### src/pkg/pcrc_pkg.sv
// constants and types shared by the programmable crc control block
package pcrc_pkg;
    // register byte offsets on the apb bus
    localparam logic [7:0] PCRC_OFF_CONTROL = 8'h00;
    localparam logic [7:0] PCRC_OFF_POLY = 8'h04;
    localparam logic [7:0] PCRC_OFF_INPUT = 8'h08;
    localparam logic [7:0] PCRC_OFF_RESULT = 8'h0C;
    localparam logic [7:0] PCRC_OFF_IRQ_STAT = 8'h10;
    localparam logic [7:0] PCRC_OFF_IRQ_MASK = 8'h14;
    // control register field positions
    localparam int PCRC_BIT_SIDL = 13;
    localparam int PCRC_CNT_HI = 12;
    localparam int PCRC_CNT_LO = 8;
    localparam int PCRC_BIT_FULL = 7;
    localparam int PCRC_BIT_EMPTY = 6;
    localparam int PCRC_BIT_GO = 4;
    localparam int PCRC_LEN_HI = 3;
    localparam int PCRC_LEN_LO = 0;
    // fifo sizing
    localparam int PCRC_DEPTH = 16;
    localparam int PCRC_CNT_W = 5;
    localparam int PCRC_PTR_W = 4;
    localparam logic [4:0] PCRC_CAP_SHORT = 5'h10;
    localparam logic [4:0] PCRC_CAP_LONG = 5'h08;
    localparam logic [3:0] PCRC_LEN_SPLIT = 4'h7;
    // interrupt status bit positions
    localparam int PCRC_IRQ_N = 3;
    localparam int PCRC_IRQ_DONE = 0;
    localparam int PCRC_IRQ_FULL = 1;
    localparam int PCRC_IRQ_OVF = 2;
    // shifter states
    typedef enum logic [1:0] {
        PCRC_IDLE,
        PCRC_LOAD,
        PCRC_SHIFT
    } pcrc_state_t;
endpackage : pcrc_pkg

### src/pcrc_fifo.sv
// input word fifo with length-dependent capacity
`timescale 1ns/1ps
module pcrc_fifo (
    input wire logic clk, // system clock
    input wire logic rst_n, // async reset, active low
    input wire logic push, // write one word
    input wire logic [15:0] push_data, // word to write
    input wire logic pop, // consume one word
    input wire logic [pcrc_pkg::PCRC_CNT_W-1:0] cap, // current capacity
    output logic [15:0] head, // oldest word
    output logic [pcrc_pkg::PCRC_CNT_W-1:0] count, // valid words
    output logic full, // count at capacity
    output logic empty, // no words held
    output logic overflow // push refused while full
);
    import pcrc_pkg::*;

    logic [15:0] mem [PCRC_DEPTH];
    logic [PCRC_PTR_W-1:0] wr_r;
    logic [PCRC_PTR_W-1:0] rd_r;
    logic [PCRC_CNT_W-1:0] cnt_r;
    logic do_push;
    logic do_pop;

    // full at capacity, empty at zero
    assign full = (cnt_r >= cap);
    assign empty = (cnt_r == '0);
    assign count = cnt_r;
    assign head = mem[rd_r];
    assign do_push = push && !full;
    assign do_pop = pop && !empty;
    assign overflow = push && full;

    // storage write
    always_ff @(posedge clk) begin
        if (do_push) begin
            mem[wr_r] <= push_data;
        end
    end

    // pointers and count
    always_ff @(posedge clk or negedge rst_n) begin
        if (!rst_n) begin
            wr_r <= '0;
            rd_r <= '0;
            cnt_r <= '0;
        end else begin
            if (do_push) begin
                wr_r <= wr_r + 1'b1;
            end
            if (do_pop) begin
                rd_r <= rd_r + 1'b1;
            end
            if (do_push && !do_pop) begin
                cnt_r <= cnt_r + 1'b1;
            end else if (do_pop && !do_push) begin
                cnt_r <= cnt_r - 1'b1;
            end
        end
    end
endmodule : pcrc_fifo

### src/pcrc_shifter.sv
// serial crc shifter, one data bit per cycle, msb first
`timescale 1ns/1ps
module pcrc_shifter (
    input wire logic clk, // system clock
    input wire logic rst_n, // async reset, active low
    input wire logic run, // shifter enabled
    input wire logic word_valid, // a word waits in the fifo
    input wire logic [15:0] word, // word to shift in
    input wire logic [15:0] taps, // polynomial taps
    input wire logic [3:0] len_m1, // polynomial length minus one
    input wire logic res_wr, // software writes the result
    input wire logic [15:0] res_wdata, // value written to result
    output logic take, // pulse: word consumed
    output logic done, // pulse: word fully shifted
    output logic [15:0] result // current remainder
);
    import pcrc_pkg::*;

    pcrc_state_t state_r;
    logic [15:0] data_r;
    logic [3:0] bit_r;
    logic [15:0] crc_r;
    logic [15:0] crc_nxt;
    logic fb;

    assign result = crc_r;
    assign take = run && (state_r == PCRC_IDLE) && word_valid;

    // feedback from the top bit of the active length
    always_comb begin
        fb = crc_r[len_m1] ^ data_r[15];
        crc_nxt = {crc_r[14:0], 1'b0};
        if (fb) begin
            crc_nxt = crc_nxt ^ taps;
        end
    end

    // word sequencing; halts in place when run drops
    always_ff @(posedge clk or negedge rst_n) begin
        if (!rst_n) begin
            state_r <= PCRC_IDLE;
            data_r <= '0;
            bit_r <= '0;
            done <= 1'b0;
        end else begin
            done <= 1'b0;
            case (state_r)
                PCRC_IDLE: begin
                    if (take) begin
                        data_r <= word;
                        bit_r <= '0;
                        state_r <= PCRC_SHIFT;
                    end
                end
                PCRC_SHIFT: begin
                    if (run) begin
                        data_r <= {data_r[14:0], 1'b0};
                        bit_r <= bit_r + 1'b1;
                        // last bit of the word
                        if (bit_r == '1) begin
                            state_r <= PCRC_IDLE;
                            done <= 1'b1;
                        end
                    end
                end
                default: begin
                    state_r <= PCRC_IDLE;
                end
            endcase
        end
    end

    // remainder register, software may preload it
    always_ff @(posedge clk or negedge rst_n) begin
        if (!rst_n) begin
            crc_r <= '0;
        end else if (res_wr) begin
            crc_r <= res_wdata;
        end else if (run && state_r == PCRC_SHIFT) begin
            crc_r <= crc_nxt;
        end
    end
endmodule : pcrc_shifter

### src/pcrc_top.sv
// programmable crc control: apb registers, fifo, shifter, interrupt
//
// Design decisions made here: the APB interface to the registers and the placing of the registers.
`timescale 1ns/1ps
module pcrc_top (
    input wire logic CLK_SYS, // system clock, 10 MHz
    input wire logic RST_N, // async reset, active low
    input wire logic PSEL, // apb select
    input wire logic PENABLE, // apb access phase
    input wire logic PWRITE, // apb direction, high for write
    input wire logic [7:0] PADDR, // apb byte address
    input wire logic [31:0] PWDATA, // apb write data
    input wire logic DEVICE_IDLE, // device in idle mode
    output logic [31:0] PRDATA, // apb read data
    output logic PREADY, // apb ready
    output logic PSLVERR, // apb error, unmapped address
    output logic IRQ // level interrupt
);
    import pcrc_pkg::*;

    // apb access strobes
    logic acc;
    logic wr_en;
    logic rd_en;
    logic mapped;

    // software-visible state
    logic sidl_r;
    logic go_r;
    logic [3:0] len_r;
    logic [15:0] taps_r;
    logic [PCRC_IRQ_N-1:0] irq_stat_r;
    logic [PCRC_IRQ_N-1:0] irq_mask_r;
    logic [PCRC_IRQ_N-1:0] irq_ev;
    logic [PCRC_IRQ_N-1:0] irq_stat_nxt;

    // idle synchroniser, four flops
    logic idle_s1_r;
    logic idle_s2_r;
    logic idle_s3_r;
    logic idle_r;

    // datapath wiring
    logic [PCRC_CNT_W-1:0] cap;
    logic [PCRC_CNT_W-1:0] count;
    logic full;
    logic empty;
    logic overflow;
    logic [15:0] head;
    logic take;
    logic done;
    logic [15:0] result;
    logic run;
    logic push;
    logic res_wr;
    logic full_d_r;
    logic [15:0] ctrl_rd;
    logic [31:0] rd_nxt;

    // address match, shared by read and write decode
    function automatic logic hit(input logic [7:0] a, input logic [7:0] o);
        hit = (a == o);
    endfunction : hit

    // apb strobes; zero-wait slave
    assign acc = PSEL && PENABLE;
    assign wr_en = acc && PWRITE;
    assign rd_en = acc && !PWRITE;
    assign mapped = hit(PADDR, PCRC_OFF_CONTROL) || hit(PADDR, PCRC_OFF_POLY)
        || hit(PADDR, PCRC_OFF_INPUT) || hit(PADDR, PCRC_OFF_RESULT)
        || hit(PADDR, PCRC_OFF_IRQ_STAT) || hit(PADDR, PCRC_OFF_IRQ_MASK);

    assign push = wr_en && hit(PADDR, PCRC_OFF_INPUT);
    assign res_wr = wr_en && hit(PADDR, PCRC_OFF_RESULT);

    assign run = go_r && !(sidl_r && idle_r);

    assign cap = (len_r > PCRC_LEN_SPLIT) ? PCRC_CAP_LONG : PCRC_CAP_SHORT;

    // idle pin synchroniser; change taken when stages two and three agree
    always_ff @(posedge CLK_SYS or negedge RST_N) begin
        if (!RST_N) begin
            idle_s1_r <= 1'b0;
            idle_s2_r <= 1'b0;
            idle_s3_r <= 1'b0;
            idle_r <= 1'b0;
        end else begin
            idle_s1_r <= DEVICE_IDLE;
            idle_s2_r <= idle_s1_r;
            idle_s3_r <= idle_s2_r;
            if (idle_s2_r == idle_s3_r) begin
                idle_r <= idle_s3_r;
            end
        end
    end

    // flags derived from count and capacity
    pcrc_fifo u_fifo (
        .clk(CLK_SYS),
        .rst_n(RST_N),
        .push(push),
        .push_data(PWDATA[15:0]),
        .pop(take),
        .cap(cap),
        .head(head),
        .count(count),
        .full(full),
        .empty(empty),
        .overflow(overflow)
    );

    pcrc_shifter u_shift (
        .clk(CLK_SYS),
        .rst_n(RST_N),
        .run(run),
        .word_valid(!empty),
        .word(head),
        .taps(taps_r),
        .len_m1(len_r),
        .res_wr(res_wr),
        .res_wdata(PWDATA[15:0]),
        .take(take),
        .done(done),
        .result(result)
    );

    always_ff @(posedge CLK_SYS or negedge RST_N) begin
        if (!RST_N) begin
            sidl_r <= 1'b0;
            go_r <= 1'b0;
            len_r <= '0;
            taps_r <= '0;
        end else if (wr_en) begin
            if (hit(PADDR, PCRC_OFF_CONTROL)) begin
                sidl_r <= PWDATA[PCRC_BIT_SIDL];
                go_r <= PWDATA[PCRC_BIT_GO];
                len_r <= PWDATA[PCRC_LEN_HI:PCRC_LEN_LO];
            end else if (hit(PADDR, PCRC_OFF_POLY)) begin
                taps_r <= PWDATA[15:0];
            end
        end
    end

    // interrupt events: word done, fifo became full, push refused
    always_ff @(posedge CLK_SYS or negedge RST_N) begin
        if (!RST_N) begin
            full_d_r <= 1'b0;
        end else begin
            full_d_r <= full;
        end
    end

    always_comb begin
        irq_ev = '0;
        irq_ev[PCRC_IRQ_DONE] = done;
        irq_ev[PCRC_IRQ_FULL] = full && !full_d_r;
        irq_ev[PCRC_IRQ_OVF] = overflow;
        irq_stat_nxt = irq_stat_r;
        if (wr_en && hit(PADDR, PCRC_OFF_IRQ_STAT)) begin
            irq_stat_nxt = irq_stat_r & ~PWDATA[PCRC_IRQ_N-1:0];
        end
        // set wins over a clear in the same cycle
        irq_stat_nxt = irq_stat_nxt | irq_ev;
    end

    // sticky status and mask
    always_ff @(posedge CLK_SYS or negedge RST_N) begin
        if (!RST_N) begin
            irq_stat_r <= '0;
            irq_mask_r <= '0;
        end else begin
            irq_stat_r <= irq_stat_nxt;
            if (wr_en && hit(PADDR, PCRC_OFF_IRQ_MASK)) begin
                irq_mask_r <= PWDATA[PCRC_IRQ_N-1:0];
            end
        end
    end

    // interrupt output from a flop
    always_ff @(posedge CLK_SYS or negedge RST_N) begin
        if (!RST_N) begin
            IRQ <= 1'b0;
        end else begin
            IRQ <= |(irq_stat_nxt & irq_mask_r);
        end
    end

    // control read image
    always_comb begin
        ctrl_rd = '0;
        // bits 15, 14, 5 stay zero
        ctrl_rd[PCRC_BIT_SIDL] = sidl_r;
        ctrl_rd[PCRC_CNT_HI:PCRC_CNT_LO] = count;
        ctrl_rd[PCRC_BIT_FULL] = full;
        ctrl_rd[PCRC_BIT_EMPTY] = empty;
        ctrl_rd[PCRC_BIT_GO] = go_r;
        ctrl_rd[PCRC_LEN_HI:PCRC_LEN_LO] = len_r;
    end

    // read decode
    always_comb begin
        rd_nxt = '0;
        if (hit(PADDR, PCRC_OFF_CONTROL)) begin
            rd_nxt = {16'h0000, ctrl_rd};
        end else if (hit(PADDR, PCRC_OFF_POLY)) begin
            rd_nxt = {16'h0000, taps_r};
        end else if (hit(PADDR, PCRC_OFF_RESULT)) begin
            rd_nxt = {16'h0000, result};
        end else if (hit(PADDR, PCRC_OFF_IRQ_STAT)) begin
            rd_nxt[PCRC_IRQ_N-1:0] = irq_stat_r;
        end else if (hit(PADDR, PCRC_OFF_IRQ_MASK)) begin
            rd_nxt[PCRC_IRQ_N-1:0] = irq_mask_r;
        end
    end

    // apb answer: ready registered in the setup phase, high in the first access cycle
    always_ff @(posedge CLK_SYS or negedge RST_N) begin
        if (!RST_N) begin
            PREADY <= 1'b0;
            PSLVERR <= 1'b0;
            PRDATA <= '0;
        end else begin
            PREADY <= 1'b0;
            PSLVERR <= 1'b0;
            if (PSEL && !PENABLE) begin
                PREADY <= 1'b1;
                PSLVERR <= !mapped;
                if (!PWRITE) begin
                    PRDATA <= rd_nxt;
                end
            end
        end
    end
endmodule : pcrc_top

### config.mk
export PLATFORM = sky130hd
export DESIGN_NAME = pcrc_top
export DESIGN_NICKNAME = d
export VERILOG_FILES = /design/src/pkg/pcrc_pkg.sv /design/src/pcrc_fifo.sv /design/src/pcrc_shifter.sv /design/src/pcrc_top.sv
export SDC_FILE = /design/constraint.sdc
export NUM_CORES = 1
export LEC_CHECK = 0
export BUFFER_PORTS_ARGS = -buffer_cell sky130_fd_sc_hd__buf_2
export CORE_UTILIZATION = 51
export CTS_BUF_LIST = sky130_fd_sc_hd__clkbuf_8
export DETAILED_ROUTE_END_ITERATION = 16
export GPL_TIMING_DRIVEN = 0
export HOLD_SLACK_MARGIN = 0.12
export MAX_ROUTING_LAYER = met4
export PLACE_DENSITY = 0.7
export SYNTH_ARGS = -nofsm -noshare
export SYNTH_HDL_FRONTEND = slang
export SYNTH_HIERARCHICAL = 1
export SYNTH_SLANG_ARGS = --single-unit
### constraint.sdc
create_clock -name CLK_SYS -period 5.8 [get_ports CLK_SYS]
set_input_delay 0.29 -clock CLK_SYS [delete_from_list [all_inputs] [get_ports CLK_SYS]]
set_output_delay 0.29 -clock CLK_SYS [all_outputs]
set_load 0.02 [all_outputs]
### After elaboration in Yosys (flattened, before gate mapping)

Memories as Yosys holds them, arrays and structs flattened.
Index checks and enable logic that the tools add are counted.

| storage, ports and cells | value |
|---|---|
| register bits | 120 |
| bits in writable memories | 256 |
| memories | 1 |

| cells by class | value |
|---|---|
| add/sub/neg operators | 5 |
| $lt $le $gt $ge | 3 |
| equal/unequal tests | 11 |
| multiplexer cells | 32 |
| bitwise gates (word level) | 8 |
| reduce and logical (&&, ||, !) cells | 43 |

Memories:

| memory | depth | bits a word | rd ports | clocked after Yosys merged registers in | wr ports | line | source |
|---|---|---|---|---|---|---|---|
| u_fifo.mem | 16 | 16 | 1 | 0 | 1 | pcrc_fifo.sv:18 | `logic [15:0] mem [PCRC_DEPTH];` |

Operators with widths:

| operator | number |
|---|---|
| $mux W16 | 6 |
| $mux W32 | 1 |
| $pmux W16 S2 | 1 |
| $logic_and A1 B1 Y1 | 18 |
| $eq A8 B4 Y1 const B | 2 |
| $eq A8 B5 Y1 const B | 2 |
| $xor A16 B16 Y16 | 1 |
| $mux W5 | 3 |
| $mux W13 | 1 |
| $add A4 B1 Y4 const B | 3 |
| $mux W3 | 4 |
| $reduce_and A3 Y1 | 3 |
| $eq A8 B3 Y1 const B | 1 |
| $logic_not A1 Y1 | 8 |
| $logic_not A8 Y1 | 1 |
| $mux W1 | 8 |
| $mux W4 | 2 |
| $pmux W4 S2 | 1 |
| $and A3 B3 Y3 | 2 |
| $mux W2 | 3 |
| $reduce_bool A2 Y1 | 3 |
| $add A5 B1 Y5 const B | 1 |
| $ge A5 B5 Y1 | 1 |
| $logic_not A5 Y1 | 1 |
| other kinds (18) | 25 |

### Logic depth before layout (Yosys ltp)

| logic depth | value |
|---|---|
| depth after elaboration | 9 |
| depth in mapped cells | 14 |

### Modules after synthesis

Netlist, hierarchy kept.

Modules (own cells, without submodules):

| module | times used | cells an instance | area an instance (µm²) | sequential area each (µm²) |
|---|---|---|---|---|
| pcrc_fifo | 1 | 506 | 10613.9 | 8012.7 |
| pcrc_top | 1 | 252 | 2623.8 | 1301.2 |
| pcrc_shifter | 1 | 230 | 2138.3 | 950.9 |

### Least setup slack after synthesis

OpenSTA, ideal clock, no wires.

| timing path | value |
|---|---|
| path kind | input port to flip-flop |
| from | input port PADDR[5] |
| to | memory u_fifo.mem[0][0], enable pin |
| library setup time | 0.430 ns |
| data arrival time | 3.310 ns |
| data required time | 5.370 ns |
| setup slack | 2.060 ns |
| cell stages on the path | 7 |
| buffers on the path | 2 |
| cell sequence | nor4_4 -> nor3b_2 -> buf_2 -> and3_1 -> clkbuf_1 -> nand2_1 -> nor4_1 |

| between the ends | value |
|---|---|
| cells in the longest elaborated chain, start to end | 5 |

Ends and longest elaborated chain:

| item | line | source |
|---|---|---|
| start: declaration | pcrc_top.sv:11 | `input wire logic [7:0] PADDR,` |
| $eq A8 B4 Y1 | pcrc_top.sv:62 | `hit = (a == o);` |
| $logic_and A1 B1 Y1 | pcrc_top.sv:73 | `assign push = wr_en && hit(PADDR, PCRC_OFF_INPUT);` |
| via push | pcrc_top.sv:54 | `logic push;` |
| $logic_and A1 B1 Y1 | pcrc_fifo.sv:30 | `assign do_push = push && !full;` |
| $mux W1 | pcrc_fifo.sv:36 | `if (do_push) begin` |
| $mux W1 (implied by the code) | pcrc_fifo.sv:37 | `mem[wr_r] <= push_data;` |
| end: declaration | pcrc_fifo.sv:18 |  |

The timed path passes the listed nets, and every way through them passes these cells.

### Worst setup path in the final report

| timing path | value |
|---|---|
| from | register u_fifo.cnt_r[1], in the netlist u_fifo/count[1] |
| to | register u_fifo.cnt_r[4], in the netlist u_fifo/count[4] |

| between the ends | value |
|---|---|
| cells in the longest elaborated chain, start to end | 7 |
| elaborated cells between the ends (all ways) | 16 |
| those cells by class | 2 x add/sub; 1 x order compare; 2 x mux; 11 x reduce/logical |

Ends and longest elaborated chain:

| item | line | source |
|---|---|---|
| start: declaration | pcrc_fifo.sv:21 | `logic [PCRC_CNT_W-1:0] cnt_r;` |
| start signal: assignment | pcrc_fifo.sv:55 | `cnt_r <= cnt_r + 1'b1;` |
| start signal: assignment | pcrc_fifo.sv:57 | `cnt_r <= cnt_r - 1'b1;` |
| $logic_not A5 Y1 (*) | pcrc_fifo.sv:27 | `assign empty = (cnt_r == '0);` |
| via empty | pcrc_top.sv:47 | `logic empty;` |
| $logic_not A1 Y1 (*) | pcrc_top.sv:116 | `.word_valid(!empty),` |
| $logic_and A1 B1 Y1 (*) | pcrc_shifter.sv:27 | `assign take = run && (state_r == PCRC_IDLE) && word_valid;` |
| via take | pcrc_top.sv:50 | `logic take;` |
| $logic_and A1 B1 Y1 (*) | pcrc_fifo.sv:31 | `assign do_pop = pop && !empty;` |
| $logic_not A1 Y1 | pcrc_fifo.sv:54 | `if (do_push && !do_pop) begin` |
| $logic_and A1 B1 Y1 | pcrc_fifo.sv:54 |  |
| $mux W5 or $reduce_bool A2 Y1 (tied branches) | n/a |  |

The timed path passes the listed nets; every way through them passes the cells marked *. The select of a mux whose other input is x is not followed.
A chain may end at the register's enable or synchronous reset.

==> metrics.md <==
| Metric | Value |
|---|---|
| Initial Util | 51.9% |
| Placed Instances | 1458 |
| Post-Syn Area per Cell | 15.6 um2 |
| Fin. max-slew vios | 0 |
| Max-cap violations | 0 |
| Post-synthesis sequential area ratio | 66.8% |
| Netlist Area Pre-Place | 15400 um2 |
| Fraction of the cycle the final worst path needs | 65.9% |
| Post-Layout Cell Count | 1573 |
| Final Hold Vio Count | 0 |
| CTS max path bufs | 3 |
| Clk_lat worst skew | 0.61 ns |
| Worst setup startpoint | u_fifo/count[1] |
| PwrDens | 326 nW/um2 |
| CTS Buf Count | 56 |
| Post-CTS setup buffers | 0 |
| Async set-reset flop share out of synthesis | 28.7% |
| Worst r2r dst | u_fifo/count[4] |
| Hold path startpoint | PADDR[1] |
| Port bufs | 48 |
| Die height | 176 um |
| Core ar. | 29600 um2 |
| Nets | 1198 |
| # rows | 63 |
| Sum Neg Setup Slack | 0 ns |
| Flop2flop setup slack | 1.98 ns |
| Gpl congestion | 0.901 |
| H-tree level count | 2 |
| Routed vias | 9175 |
| Clk sinks | 359 |
| Crit path DAT | 4.29 ns |
| Synth warn | 6 |
| Placed cell area | 16400 um2 |
| Synth Instances | 988 |
| Status | complete, no violations |
| Max-slew headroom | 30.7% |
| Maximum clock frequency | 0.261 GHz |
| P_leak | 6.53 nW |
| CTS tree | built |
| Post-synth top flop | edfxtp_1 |
| DRT Wirelength | 35.1 mm |
| Layout Skew | 0.0533 ns |
| Register bit total from synthesis | 359 |
| DRT Pass-1 Iters | 5 |
| Area Overhead vs Synth | 14.4% |
| Vias in the first global route | 9353 |
| First-pass GRT wire length | 54.6 mm |
| Worst Tran Pin Value | 1.04 ns |
| Total track usage | 24.5% |
| N_diodes | 0 |
| # IOs | 81 |
| Critical Path RT | 6.27 ns |
| Final instance area | 17600 um2 |
| Post-DP HPWL | 23.1 mm |
| Violation count after the first detailed-route iteration | 906 |
| HP Class | in -> reg |
| Kind of critical path | reg -> reg |
| Setup crit end | u_fifo/count[4] |
| Share of post-route cells with drive strength above 1 | 24.3% |
| Worst Reg-to-Reg Cells | 12 |
| Root Buffer | clkbuf_8 |
| Antenna-violating nets left | 0 |
| Largest fanout on the critical path | 6 |
| Vias per cell | 5.83 |
| Die ar. | 30800 um2 |
| Drc violations | 0 |
| Routed length per instance | 22.3 um |
| Period minus WS final | 3.82 ns |
| # resized after CTS | 0 |
| Worst IR Drop VDD | 0.195 mV |
| Util after Layout | 59.3% |
| Clock edge transition at the registers on the reported setup and hold paths | 0.06 ns |
| Congestion Overflow GR | 0 |
| Critical R2R Launch | u_fifo/count[1] |
| Synth unique cells | 62 |
| Hold Path Depth | 4 |
| Final setup violating endpoints | 0 |
| RSZ-0062 raised after global routing | false |
| Critical path endpoint category | register |
| Largest net degree at the start of global routing | 70 |
| Critical path startpoint category | register |
| EDFF count, synth | 256 |
| Initial antenna violation count | 0 |
| Die X | 176 um |
power breakdown:
part / switching, mW / internal (mW)
Clock: 0.971 / 1.09
Combinational: 0.421 / 0.370
Sequential: 0.0651 / 2.81
cells in the mapped netlist, drive strengths merged (3+ instances only):
master,count,share of area [%]
nor3b,3,0.18
dfrtp,103,17
a21oi,35,1.1
nor3,10,0.33
o21ai,41,1.4
nand2b,7,0.28
inv,15,0.37
clkbuf,30,0.73
o31ai,3,0.15
and2,5,0.22
and3,6,0.24
mux2,30,2.5
buf,39,1.9
nand2,107,2.6
nand3,23,0.78
a22oi,32,1.6
xor2,18,1.0
o221ai,8,0.46
nor2b,10,0.41
xnor2,6,0.34
edfxtp,256,50
nor2,41,1.0
o2111ai,10,0.57
mux2i,28,1.9
a21o,5,0.24
ha,15,1.2
and4,6,0.34
nor4,5,0.30
mux4,66,9.7
worst max-delay path: stages, from the launching register on:
cell and delay, ns:
dfrtp_1 0.46, or4_1 0.61, nor2_1 0.36, inv_1 0.14, nand2_1 0.09, nor2_1 0.14
o21ai_4 0.22, ha_1 0.27, inv_1 0.14, fa_1 0.42, a21o_1 0.21, a2111oi_0 0.48
o31ai_1 0.14
metrics by stage:
step	hold WS [ns]	setup WS, ns	power [mW]
floorplan	-0.00559	2.06	3.48
finish	0.145	1.98	5.73
detailed placement	0.313	1.54	3.72
global placement	0.342	0.140	3.70
global route	0.135	1.74	5.96
CTS	0.121	2.04	5.78
what timing repair did:
item	in CTS	in global routing
endpoints found under the hold margin	68	0
hold buffers	10	0
setup endpoints to repair	0	0
worst min-delay path by stage:
stage / to / slack, ns
3_3_place_gp: idle_s2_r / 0.34
3_5_place_dp: IRQ / 0.31
5_1_grt: u_fifo/mem[15][14] / 0.13
4_1_cts: u_fifo/mem[14][14] / 0.12
6_report: PRDATA[3] / 0.14
2_1_floorplan: IRQ / -0.006
cells in the final DEF, fill, tap and decap left out, types with 30 or more instances in the layout:
master    instances
mux4_2           66
dfrtp_1         103
a21oi_1          35
o21ai_0          38
edfxtp_1        256
clkbuf_1         30
inv_1            36
nand2_1         107
nor2_1           40
clkbuf_8         63
a22oi_1          32
buf_2            55
flip-flops by register name, indices dropped and copies added (netlist names), 5 cells and up:
| signal | flops |
|---|---|
| PRDATA | 16 |
| taps_r | 16 |
| u_fifo/count | 5 |
| u_fifo/mem | 256 |
| u_shift/data_r | 16 |
| u_shift/result | 16 |
area by class of cell:
| type | instances | area [um2] |
|---|---|---|
| Fill cell | 2288 | 12100 |
| Clock buffer | 63 | 867 |
| Multi-Input combinational cell | 563 | 4770 |
| Clock inverter | 42 | 240 |
| Tap cell | 390 | 488 |
| Buffer | 69 | 409 |
| Sequential cell | 359 | 10300 |
| Timing Repair Buffer | 72 | 494 |
| Inverter | 15 | 56.3 |
layer usage:
metal	vias to the layer above	share of wire, %	GRT usage (%)
li1	4072	-	-
met1	4673	41	32.5
met2	358	49	38.0
met3	72	6.4	4.20
met4	0	3.4	9.53
met5	-	0	-
kinds of logic (layout without fill, tap and decap cells):
| logic type | count (synthesis) | count (layout) | share of synthesized area (%) |
|---|---|---|---|
| other | 1 | 19 | 0.0244 |
| AND/OR/NAND/NOR | 229 | 229 | 7.00 |
| adder cells (fa/ha/maj) | 17 | 17 | 1.42 |
| buffers and inverters | 84 | 261 | 3.03 |
| multiplexers | 124 | 124 | 14.0 |
| AO/OA/AOI/OAI | 150 | 150 | 6.37 |
| flip-flops | 359 | 359 | 66.8 |
| XOR/XNOR | 24 | 24 | 1.37 |
Power figures use the tool's default switching activity.
